--- config.mk ---
export PLATFORM = sky130hd
export DESIGN_NAME = brf_decoder
export DESIGN_NICKNAME = d
export VERILOG_FILES = /design/src/pkg/brf_pkg.sv /design/src/verilog/brf_work_addr.sv /design/src/verilog/brf_decoder.sv
export VERILOG_INCLUDE_DIRS = /design/src /design/src/pkg
export SDC_FILE = /design/constraint.sdc
export NUM_CORES = 1
export LEC_CHECK = 0
export BUFFER_PORTS_ARGS = -buffer_cell sky130_fd_sc_hd__buf_2
export CAP_MARGIN = 20
export CORE_UTILIZATION = 28
export CTS_BUF_LIST = sky130_fd_sc_hd__clkbuf_4
export DETAILED_ROUTE_END_ITERATION = 7
export PLACE_DENSITY = 0.51
export SYNTH_ARGS = -nofsm -noshare
export SYNTH_HDL_FRONTEND = slang
export SYNTH_SLANG_ARGS = --single-unit
--- constraint.sdc ---
create_clock -name ref_clk_i -period 1.6 [get_ports ref_clk_i]
set_clock_uncertainty 0.15 [all_clocks]
set_input_delay 0.08 -clock ref_clk_i [delete_from_list [all_inputs] [get_ports ref_clk_i]]
set_output_delay 0.08 -clock ref_clk_i [all_outputs]
set_load 0.1 [all_outputs]
--- src/pkg/brf_consts.svh ---
// Purpose: Constants for the banked register file address decoder
// Assumes: 8-bit register addresses, 256-byte physical file per page
// Notes: Operation list follows
// Operation
// - Direct addresses D0H-FFH select the upper system region; direct C0H-CFH is a working reference.
// - E0H-FFH split into two 32-byte banks chosen by bank instructions.
// - Reset selects bank zero.
// - System registers at D0H-DFH, common scratch at C0H-CFH.
// - Upper region reachable directly regardless of page.
// - Common scratch area reached only by working-register addressing.
// - Duplicate 64-byte upper area; pages 0-1 large, page 0 small variant.
// - Indirect or indexed C0H-FFH goes to duplicate area; direct to system.
// - Direct addressing reaches everything except the duplicate area.
// - 00H-BFH of each page is prime area, all modes.
// - Page 0 prime after reset; other pages via page pointer.
// - File seen as 32 slices of eight registers sharing five upper bits.
// - Two independent slice pointers form a sixteen-byte working block.
// - Working-register accesses never reach the duplicate area.
// - Slice pointers sit at D6H and D7H.
// - Reset: first pointer C0H, second pointer C8H.
// - Pointers set by set instructions or load; combined sets op and op+8.
// - Register pairs use even address for MSB, odd address for LSB.
// - Common working area reachable from any page.
// - 4-bit address: top bit picks pointer, pointer[7:3] joins addr[2:0].
// - 8-bit address with upper nibble 1100B is a working reference.
// - Page pointer at DFH: low nibble source, high destination, reset 0; decode uses only the low nibble, for reads and writes alike.
`ifndef BRF_CONSTS_SVH
`define BRF_CONSTS_SVH
`define BRF_UPPER_BASE 8'hc0
`define BRF_BANK_BASE 8'he0
`define BRF_SYS_BASE 8'hd0
`define BRF_PRIME_TOP 8'hbf
`define BRF_WORK_NIBBLE 4'hc
`define BRF_SLICE_A_ADDR 8'hd6
`define BRF_SLICE_B_ADDR 8'hd7
`define BRF_PAGE_ADDR 8'hdf
`define BRF_SLICE_A_RESET 8'hc0
`define BRF_SLICE_B_RESET 8'hc8
`define BRF_PAGE_RESET 8'h00
`define BRF_SLICE_STEP 8'h08
`define BRF_LARGE_PAGES 4'h1
`define BRF_SMALL_PAGES 4'h0
`endif

--- src/pkg/brf_pkg.sv ---
// Purpose: Types for the banked register file address decoder
// Assumes: Constants come from brf_consts.svh
// Notes: Region codes are one-hot
package brf_pkg;
	// Addressing mode of an access
	typedef enum logic [2:0] {
		BRF_MODE_DIRECT = 3'h0,
		BRF_MODE_INDIRECT = 3'h1,
		BRF_MODE_INDEXED = 3'h2,
		BRF_MODE_WORK4 = 3'h3,
		BRF_MODE_OTHER = 3'h4
	} brf_mode_t;
	// Physical region reached
	typedef enum logic [5:0] {
		BRF_REG_PRIME = 6'h01,
		BRF_REG_SCRATCH = 6'h02,
		BRF_REG_SYSTEM = 6'h04,
		BRF_REG_BANK = 6'h08,
		BRF_REG_DUP = 6'h10,
		BRF_REG_NONE = 6'h20
	} brf_region_t;
	// Access request from the CPU
	typedef struct packed {
		logic valid;
		brf_mode_t mode;
		logic [7:0] addr;
		logic pair;
	} brf_req_t;
	// Decoded physical location
	typedef struct packed {
		logic valid;
		brf_region_t region;
		logic [3:0] page;
		logic bank;
		logic [7:0] addr;
		logic pair_err;
	} brf_loc_t;
	// Pointer update commands
	typedef struct packed {
		logic set_both;
		logic set_first;
		logic set_second;
		logic sel_bank_zero;
		logic sel_bank_one;
		logic [7:0] operand;
	} brf_cmd_t;
endpackage : brf_pkg

--- src/verilog/brf_work_addr.sv ---
// Purpose: Forms an 8-bit register address from a working-register nibble
// Assumes: Pointers come from the same clock domain
// Notes: Purely combinational
`timescale 1ns/1ps
`include "brf_consts.svh"
module brf_work_addr (
	input wire logic [3:0] nib_i,
	input wire logic [7:0] ptr_a_i,
	input wire logic [7:0] ptr_b_i,
	output logic [7:0] addr_o
);
	// Top bit picks the pointer, its five upper bits join the low three
	always_comb begin
		addr_o = nib_i[3] ? {ptr_b_i[7:3], nib_i[2:0]} : {ptr_a_i[7:3], nib_i[2:0]};
	end
endmodule : brf_work_addr

--- src/verilog/brf_decoder.sv ---
// Purpose: Decodes register file accesses into physical regions
// Assumes: Requests and commands come from CPU logic on ref_clk_i
// Notes: Decoding is combinational; pointer state is registered
`timescale 1ns/1ps
`include "brf_consts.svh"
module brf_decoder #(
	parameter logic LARGE_VARIANT = 1'b1
) (
	input wire logic ref_clk_i,
	input wire logic rst_i,
	input wire brf_pkg::brf_req_t req_i,
	input wire logic wr_i,
	input wire logic [7:0] wdata_i,
	input wire brf_pkg::brf_cmd_t cmd_i,
	output brf_pkg::brf_loc_t loc_o,
	output logic [7:0] rdata_o,
	output logic rdata_hit_o,
	output logic [7:0] slice_ptr_a_o,
	output logic [7:0] slice_ptr_b_o,
	output logic [7:0] page_ptr_o,
	output logic bank_o
);
	//--------------------------------------------------------------
	// Pointer state
	//--------------------------------------------------------------
	logic [7:0] ptr_a_q;
	logic [7:0] ptr_b_q;
	logic [7:0] page_q;
	logic bank_q;
	logic [7:0] work_addr;
	logic [7:0] eff_addr;
	logic is_work;
	logic dir_wr;

	// Operand plus step, kept in eight bits so the wrap is deliberate
	function automatic logic [7:0] plus_step(input logic [7:0] v);
		plus_step = 8'(v + `BRF_SLICE_STEP);
	endfunction : plus_step

	// Direct write to a pointer register
	function automatic logic dir_hit(input brf_pkg::brf_req_t r, input logic [7:0] a);
		dir_hit = r.valid && r.mode == brf_pkg::BRF_MODE_DIRECT && r.addr == a;
	endfunction : dir_hit

	assign dir_wr = wr_i && req_i.valid;

	// First slice pointer; instructions beat a plain load in the same cycle
	always_ff @(posedge ref_clk_i or posedge rst_i) begin
		if (rst_i) begin
			ptr_a_q <= `BRF_SLICE_A_RESET;
		end else if (cmd_i.set_both || cmd_i.set_first) begin
			ptr_a_q <= cmd_i.operand;
		end else if (dir_wr && dir_hit(req_i, `BRF_SLICE_A_ADDR)) begin
			ptr_a_q <= wdata_i;
		end
	end

	// Second slice pointer, independent of the first
	always_ff @(posedge ref_clk_i or posedge rst_i) begin
		if (rst_i) begin
			ptr_b_q <= `BRF_SLICE_B_RESET;
		end else if (cmd_i.set_both) begin
			ptr_b_q <= plus_step(cmd_i.operand);
		end else if (cmd_i.set_second) begin
			ptr_b_q <= cmd_i.operand;
		end else if (dir_wr && dir_hit(req_i, `BRF_SLICE_B_ADDR)) begin
			ptr_b_q <= wdata_i;
		end
	end

	// Page pointer
	always_ff @(posedge ref_clk_i or posedge rst_i) begin
		if (rst_i) begin
			page_q <= `BRF_PAGE_RESET;
		end else if (dir_wr && dir_hit(req_i, `BRF_PAGE_ADDR)) begin
			page_q <= wdata_i;
		end
	end

	// Bank bit; select-one wins if both arrive together
	always_ff @(posedge ref_clk_i or posedge rst_i) begin
		if (rst_i) begin
			bank_q <= 1'b0;
		end else if (cmd_i.sel_bank_one) begin
			bank_q <= 1'b1;
		end else if (cmd_i.sel_bank_zero) begin
			bank_q <= 1'b0;
		end
	end

	//--------------------------------------------------------------
	// Address formation
	//--------------------------------------------------------------
	brf_work_addr u_work (
		.nib_i(req_i.addr[3:0]),
		.ptr_a_i(ptr_a_q),
		.ptr_b_i(ptr_b_q),
		.addr_o(work_addr)
	);

	// Working reference: 4-bit mode, or direct address with 1100B nibble
	assign is_work = req_i.mode == brf_pkg::BRF_MODE_WORK4 ||
		(req_i.mode == brf_pkg::BRF_MODE_DIRECT &&
		req_i.addr[7:4] == `BRF_WORK_NIBBLE);
	assign eff_addr = is_work ? work_addr : req_i.addr;

	//--------------------------------------------------------------
	// Region decode
	//--------------------------------------------------------------
	// Upper area chosen by mode; prime area uses the source page
	always_comb begin
		loc_o = '0;
		loc_o.valid = req_i.valid;
		loc_o.addr = eff_addr;
		loc_o.bank = bank_q;
		loc_o.page = 4'h0;
		loc_o.region = brf_pkg::BRF_REG_NONE;
		loc_o.pair_err = req_i.valid && req_i.pair && eff_addr[0];
		if (eff_addr <= `BRF_PRIME_TOP) begin
			loc_o.region = brf_pkg::BRF_REG_PRIME;
			loc_o.page = page_q[3:0];
		end else if (is_work) begin
			// Slice pointers never land in the duplicate area
			if (eff_addr < `BRF_SYS_BASE) begin
				loc_o.region = brf_pkg::BRF_REG_SCRATCH;
			end else if (eff_addr < `BRF_BANK_BASE) begin
				loc_o.region = brf_pkg::BRF_REG_SYSTEM;
			end else begin
				loc_o.region = brf_pkg::BRF_REG_BANK;
			end
		end else begin
			case (req_i.mode)
				brf_pkg::BRF_MODE_DIRECT: begin
					if (eff_addr >= `BRF_BANK_BASE) begin
						loc_o.region = brf_pkg::BRF_REG_BANK;
					end else begin
						loc_o.region = brf_pkg::BRF_REG_SYSTEM;
					end
				end
				brf_pkg::BRF_MODE_INDIRECT,
				brf_pkg::BRF_MODE_INDEXED: begin
					// Duplicate area exists only on pages the variant has
					if (page_q[3:0] <= (LARGE_VARIANT ? `BRF_LARGE_PAGES :
						`BRF_SMALL_PAGES)) begin
						loc_o.region = brf_pkg::BRF_REG_DUP;
						loc_o.page = page_q[3:0];
					end
				end
				default: begin
					loc_o.region = brf_pkg::BRF_REG_NONE;
				end
			endcase
		end
	end

	//--------------------------------------------------------------
	// Readback of the decoder's own registers
	//--------------------------------------------------------------
	logic [7:0] rdata_q;
	logic hit_q;
	always_ff @(posedge ref_clk_i or posedge rst_i) begin
		if (rst_i) begin
			rdata_q <= 8'h00;
			hit_q <= 1'b0;
		end else begin
			hit_q <= 1'b0;
			rdata_q <= 8'h00;
			if (req_i.valid && !wr_i && req_i.mode == brf_pkg::BRF_MODE_DIRECT) begin
				case (req_i.addr)
					`BRF_SLICE_A_ADDR: begin
						rdata_q <= ptr_a_q;
						hit_q <= 1'b1;
					end
					`BRF_SLICE_B_ADDR: begin
						rdata_q <= ptr_b_q;
						hit_q <= 1'b1;
					end
					`BRF_PAGE_ADDR: begin
						rdata_q <= page_q;
						hit_q <= 1'b1;
					end
					default: begin
						hit_q <= 1'b0;
					end
				endcase
			end
		end
	end

	assign rdata_o = rdata_q;
	assign rdata_hit_o = hit_q;
	assign slice_ptr_a_o = ptr_a_q;
	assign slice_ptr_b_o = ptr_b_q;
	assign page_ptr_o = page_q;
	assign bank_o = bank_q;
endmodule : brf_decoder

==> results of run 1 <==
## cells in the final DEF, fill, tap and decap left out, drive strengths merged, types with 2 or more instances in the layout
cell type    count
a211oi           2
a21o             2
a21oi           13
a32o             3
and2             2
buf            132
clkbuf           7
clkinv           2
clkinvlp         2
dfrtp           29
dfstp            5
dlygate4sd3     16
inv              6
mux2            38
mux2i           12
nand2            5
nand3            2
nand4            2
nor2            20
nor2b            9
nor3             3
nor4             2
o21ai            8
o31a             3
o31ai            2
xor2             2
## metrics by stage
step | setup WS [ns] | cell area, µm²
floorplan | -0.742 | 2270
global placement | -0.322 | 3370
detailed placement | -0.331 | 3370
CTS | -0.580 | 3640
global route | -0.632 | 3700
finish | -0.551 | 3700
## final cells by class
type,count,area (µm²)
clock buffer,5,37.5
clock inverter,3,16.3
fill,706,3590
inverter,7,30.0
multi-input combinational,143,1340
sequential,34,887
tap,99,124
timing repair buffer,150,1260
## registers in the layout, indices dropped and copies added, names as in the netlist
name           flops
page_ptr_o         8
rdata_o            8
slice_ptr_a_o      8
slice_ptr_b_o      8
bank_o             1
rdata_hit_o        1
## layer usage
metal	track usage, %	wire [µm]	vias up	part of all wire (%)
met5	0	0	-	0
met4	2.60	38	0	0.54
met3	3.60	332	6	4.7
met2	33.2	3690	75	52
met1	22.8	2980	988	42
li1	-	-	996	-
## Yosys cell counts
library cell and n:
mux2_4 8, mux2_2 30, o21ba_2 1, inv_1 7, buf_6 1, buf_4 5, a21boi_1 1, nor4b_4 1
nor3b_1 1, a32o_1 3, o31a_1 3, clkbuf_1 4, ha_1 1, nor2b_1 9, mux2i_1 12, a21o_1 2
a32oi_1 1, and2_1 2, xor2_1 2, nand4_2 1, a31oi_1 1, or3_1 1, dfstp_2 5, nor4_2 1
nor4_1 1, a21oi_1 13, nor2_1 20, nand2b_1 1, o21ai_0 8, a211oi_1 2, dfrtp_1 29, o32ai_1 1
nand4_1 1, or2_1 1, and3_1 1, nand3_1 2, nand2_1 5, o31ai_4 1, and4b_1 1, buf_1 2
nor3_1 3, buf_2 2, o31ai_1 1
## power by group
| part | leakage [nW] | switching [mW] | internal (mW) | total, mW |
|---|---|---|---|---|
| combinational | 1.31 | 0.882 | 0.467 | 1.35 |
| clock | 0.0286 | 0.308 | 0.164 | 0.472 |
| sequential | 0.421 | 0.0503 | 0.931 | 0.982 |
## worst max-delay path, delay by kind of cell (launching register included)
family	cells	cell delay, ns
buffers and inverters	1	0.19
flip-flops	1	0.48
AND/OR/NAND/NOR	1	0.13
AO/OA/AOI/OAI	3	0.79
## kinds of logic after synthesis
family,after synthesis,synth area share (%)
and+or+nand+nor,52,13.7
muxes,50,27.2
AOI/OAI and AO/OA,38,12.3
DFF,34,40.3
buffers and inverters,21,5.06
xor gates and xnor gates,2,0.824
adders and majority gates,1,0.588
## worst min path at each step
| stage | start | end | slack (ns) | cells after the start |
|---|---|---|---|---|
| 2_1_floorplan | cmd_i[8] | bank_o | 0.02 | 1 |
| 6_report | cmd_i[6] | slice_ptr_a_o[6] | 0.02 | 3 |
| 4_1_cts | cmd_i[6] | slice_ptr_b_o[6] | 0.004 | 3 |
| 5_1_grt | cmd_i[4] | slice_ptr_a_o[4] | 0.002 | 3 |
| 3_3_place_gp | rst_i | rdata_o[7] | 0.06 | 3 |
| 3_5_place_dp | rst_i | rdata_o[6] | 0.06 | 3 |
## timing repair
action                                  in CTS  in global routing
gates resized for setup                     13                 11
hold buffers                                16                  0
endpoints found under the hold margin       50                  0
pin swaps                                    0                 12
gates cloned                                 0                  0
endpoints found under the setup margin      15                 16
buffers inserted                             0                  1
==> impl_results.md, run 1 <==
- Status: finished with violations
- Failing checks: negative setup slack
- CTS tree: built
- LEAKAGE: 1.76 nW
- Gr ovfl total: 0
- Worst reg-to-reg setup slack: 0.21 ns
- DRT Pass-1 Iters: 4
- Via count: 2065
- Power density over the cells: 757 mW/mm²
- Worst hold path type: primary input to flop
- CTS Buf Count: 5
- Setup tns final: -5.85 ns
- R2R Path Start: bank_o
- Placer Congestion: 0.820
- CP Max Fanout: 5
- Worst Tran Pin Value: 0.499 ns
- Max Clock Freq: 465 MHz
- Number of global-route vias before repair: 2055
- End point of the critical path: loc_o[10]
- Total Wirelength: 7040 µm
- Initial antenna violation count: 0
- Core area: 0.00729 mm²
- Die Area: 0.00794 mm²
- Synth top area share: 34.1%
- Avg Inst Size Synth: 10.7 µm²
- 1st-iter DRT viols: 79
- PortBufs: 91
- Num rows: 31
- Sequential cell area fraction in the yosys report: 40.3%
- Synth top area cells: dfrtp_1, mux2_2, dfstp_2
- Max incr delay on CP: 0.48 ns
- Total power: 2.80 mW
- Largest area contributor in the netlist: dfrtp_1
- Clock-pin transition on the worst setup and hold timing paths: 0.11 ns
- H-tree depth: 2
- Top Ports: 92
- Largest net degree at the start of global routing: 35
- Post-route ant nets: 0
- Cell Area, Synth: 0.00213 mm²
- Syn. warnings: 0
- Antenna Diode Count: 0
- Yosys cell types: 43
- Max Slew Vio Count: 0
- Starting Density: 29.2%
- Crit share post-route: 134%
- Max-cap viol count: 0
- #FFs+latches synth: 34
- First-pass GRT wire length: 10700 µm
- Post-Syn Nets: 236
- Cell depth of the worst flop-to-flop path: 2
- Gr usage total: 18.3%
- Critical Path, Cell by Cell: nor2b_4 -> a32o_2 -> o31a_4 -> a21boi_4 -> buf_12
- Drc violations: 0
- Clk Latency, worst-skew pair: 0.33 ns
- Vias per inst: 4.68
- Critical Path RT: 1.37 ns
- Layout net count: 379
- Worst setup margin: -0.551 ns
- Die Wd: 89.1 µm
- Wire per inst: 16.0 µm
- Post-Layout Cell Count: 441
- Endpoint class of the critical path: output pin
- Nature of the critical path startpoint: flop
- Minimum clock period: 2.15 ns
- Area delta synth->final: 74.2%
- Die Ht: 89.1 µm
- Final setup vio count: 15
- CP Class: flop to output pin
- Worst endpoint data arrival time: 1.92 ns
- Mapped Cells: 198
- DPL Wire Length: 5260 µm
- Fraction of layout cells with a size suffix above 1: 63.7%
- Clock Path Buffers: 2
- CTS Root Cell: clkbuf_4
- Peak VDD IR: 0.000406 V
- Crit-path slowest cell: dfstp_4
- Dpl cells: 416
- Final Util: 50.8%
- Hold slack: 0.0171 ns
- CTS sink count: 34
- Setup crit start: slice_ptr_a_o[6]
- RSZ-0062 raised after global routing: yes
- Worst reg2reg path endpoint: bank_o
- Slew headroom: 67.0%
- Final hold vios: 0
Power figures use the tool's default switching activity.
==> run 2: changes to the inputs <==
--- a/config.mk
+++ b/config.mk
@@ -8,10 +8,10 @@
 export LEC_CHECK = 0
 export BUFFER_PORTS_ARGS = -buffer_cell sky130_fd_sc_hd__buf_2
 export CAP_MARGIN = 20
-export CORE_UTILIZATION = 28
+export CORE_UTILIZATION = 49
 export CTS_BUF_LIST = sky130_fd_sc_hd__clkbuf_4
 export DETAILED_ROUTE_END_ITERATION = 7
-export PLACE_DENSITY = 0.51
+export PLACE_DENSITY = 0.81
 export SYNTH_ARGS = -nofsm -noshare
 export SYNTH_HDL_FRONTEND = slang
 export SYNTH_SLANG_ARGS = --single-unit
==> run 2 against run 1 <==
  * The run still ends with negative setup slack left
  * Worst setup slack worse by 0.031 ns
  * Utilization grew 38 points
  * Highest routed layer unchanged
  * Critical path depth is the same
  * Flip-flop and latch count unchanged
  * Via count rose by 9.9%
  * Clock power grew 39%
  * Largest cell class unchanged
  * Hold slack about the same
  * Die area down 42%
  * Non-clock buffer count fell by 3
  * Combinational power about the same
  * Total power grew 7.6%
  * Register-to-register slack hardly changed
==> impl_results.md, run 2 (same netlist as run 1, synthesis figures left out) <==
- Endpoint class of the critical path: output pin
- CTS Buf Count: 5 (unchanged)
- Final Util: 88.7% (+38 points)
- Worst Tran Pin Value: 0.514 ns (+0.0154 ns)
- Final setup vio count: 15 (unchanged)
- Dpl cells: 362 (-13%)
- Max Slew Vio Count: 0 (unchanged)
- Status: finished with violations
- DRT Pass-1 Iters: 4 (unchanged)
- Failing checks: negative setup slack
- Power density over the cells: 832 mW/mm² (+9.9%)
- Gr usage total: 35.4% (+17 points)
- CTS Root Cell: clkbuf_4
- Peak VDD IR: 0.000961 V (+140%)
- Post-Layout Cell Count: 389 (-12%)
- Max-cap viol count: 0 (unchanged)
- Placed Area: 0.00327 mm² (-2.9%)
- Clock-pin transition on the worst setup and hold timing paths: 0.12 ns (about the same)
- Worst setup margin: -0.582 ns (-0.0310 ns)
- Top Ports: 92 (unchanged)
- Gr ovfl total: 0 (unchanged)
- RSZ-0062 raised after global routing: yes
- Worst reg-to-reg setup slack: 0.22 ns (about the same)
- PortBufs: 91 (unchanged)
- Slew headroom: 66.0% (-1.0 points)
- Worst hold path type: primary input to flop
- CTS tree: built
- Area delta synth->final: 70.5%
- Most frequent cells in the layout: buf_2, buf_4, mux2_2
- Fillers: 170 (-76%)
- Final hold vios: 0 (unchanged)
- Hold EP: slice_ptr_a_o[4]
- Worst endpoint data arrival time: 1.95 ns (+0.03 ns)
- Min-Delay Startpoint: cmd_i[4]
- CP Class: flop to output pin
- Die Wd: 67.9 µm (-24%)
- Worst reg2reg path endpoint: bank_o
- Post-route ant nets: 0 (unchanged)
- R2R Path Start: bank_o
- First-pass GRT wire length: 11500 µm (+7.5%)
- Drc violations: 0 (unchanged)
- DPL Wire Length: 5230 µm (-0.59%)
- Clk Latency, worst-skew pair: 0.34 ns (about the same)
- Wire per inst: 20.2 µm (+26%)
- Fraction of layout cells with a size suffix above 1: 63.1% (-0.62 points)
- Hold path cells: 3 (unchanged)
- Max Clock Freq: 458 MHz (-1.4%)
- 1st-iter DRT viols: 183 (+130%)
- Die Ht: 67.9 µm (-24%)
- Antenna Diode Count: 0 (unchanged)
- Number of global-route vias before repair: 2292 (+12%)
- Placer Congestion: 0.798 (-2.6%)
- Clock Path Buffers: 2 (unchanged)
- Total Wirelength: 7840 µm (+11%)
- Initial antenna violation count: 0 (unchanged)
- Nature of the critical path startpoint: flop
- Core area: 0.00409 mm² (-44%)
- Die Area: 0.00461 mm² (-42%)
- Largest net degree at the start of global routing: 35 (unchanged)
- Starting Density: 52.0% (+23 points)
- CP Max Fanout: 5 (unchanged)
- Crit share post-route: 136% (+1.9 points)
- LEAKAGE: 1.75 nW (-0.21%)
- H-tree depth: 2 (unchanged)
- CTS sink count: 34 (unchanged)
- Critical Path RT: 1.37 ns (about the same)
- Cell depth of the worst flop-to-flop path: 2 (unchanged)
- Vias per inst: 5.83 (+25%)
- Minimum clock period: 2.18 ns (+0.0310 ns)
- Reg area: 887 µm² (unchanged)
- Multi-input gate area: 0.00133 mm² (-1.3%)
- Most common cell after layout, fill and taps aside: buf_2
- Num rows: 23 (-26%)
- Via count: 2269 (+9.9%)
- Layout net count: 376 (-0.79%)
- Post-route cell area: 0.00362 mm² (-2.1%)
-- run 2: metrics by stage --
| step | setup TNS, ns | hold slack (ns) | setup WS [ns] | total power [mW] |
|---|---|---|---|---|
| 2_1_floorplan | -6.27 | 0.0223 | -0.742 | 1.87 |
| 5_1_grt | -7.35 | 0.00685 | -0.640 | 3.11 |
| 4_1_cts | -6.24 | 0.00645 | -0.568 | 2.96 |
| 6_report | -6.60 | 0.0173 | -0.582 | 3.01 |
| 3_3_place_gp | -9.23 | 0.0394 | -0.329 | 2.23 |
| 3_5_place_dp | -10.48 | 0.0428 | -0.413 | 2.27 |
-- run 2: how the worst max path moves through the flow --
stage | depth (start not counted) | from | endpoint
global placement | 6 | req_i[5] | loc_o[10]
global route | 5 | slice_ptr_a_o[6] | loc_o[10]
CTS | 5 | slice_ptr_a_o[6] | loc_o[10]
floorplan | 4 | req_i[5] | loc_o[15]
detailed placement | 8 | req_i[5] | loc_o[16]
finish | 5 | slice_ptr_a_o[6] | loc_o[10]
-- run 2: metal layers --
metal | part of all wire [%] | track usage (%) | wire, µm
met5 | 0 | 0 | 0
met4 | 3.5 | 13.0 | 274
met3 | 6.9 | 8.33 | 543
met2 | 53 | 66.0 | 4180
met1 | 36 | 38.5 | 2840
-- run 2: critical path: stages (launching register included) --
cell      delay [ns]
dfstp_4         0.49
nor2b_4         0.14
a32o_2          0.25
o31a_4          0.35
a21boi_4        0.19
buf_12          0.19
-- run 2: area by class of cell --
cell class	count	area share, %
Multi-Input combinational cell	143	36.6
Tap cell	50	1.73
Inverter	7	0.828
Clock buffer	5	1.04
Sequential cell	34	24.5
Clock inverter	3	1.24
Timing Repair Buffer	147	34.1
-- run 2: what timing repair did --
item | in CTS | in global routing
hold endpoints to repair | 55 | 0
resized for setup | 10 | 10
hold buffers | 16 | 0
buffers inserted | 1 | 2
pin swaps | 5 | 4
endpoints found under the setup margin | 15 | 17
-- run 2: power by group --
group	switching, mW	internal (mW)	total (mW)
Sequential	0.0558	0.932	0.987
Combinational	0.907	0.466	1.37
Clock	0.327	0.328	0.655
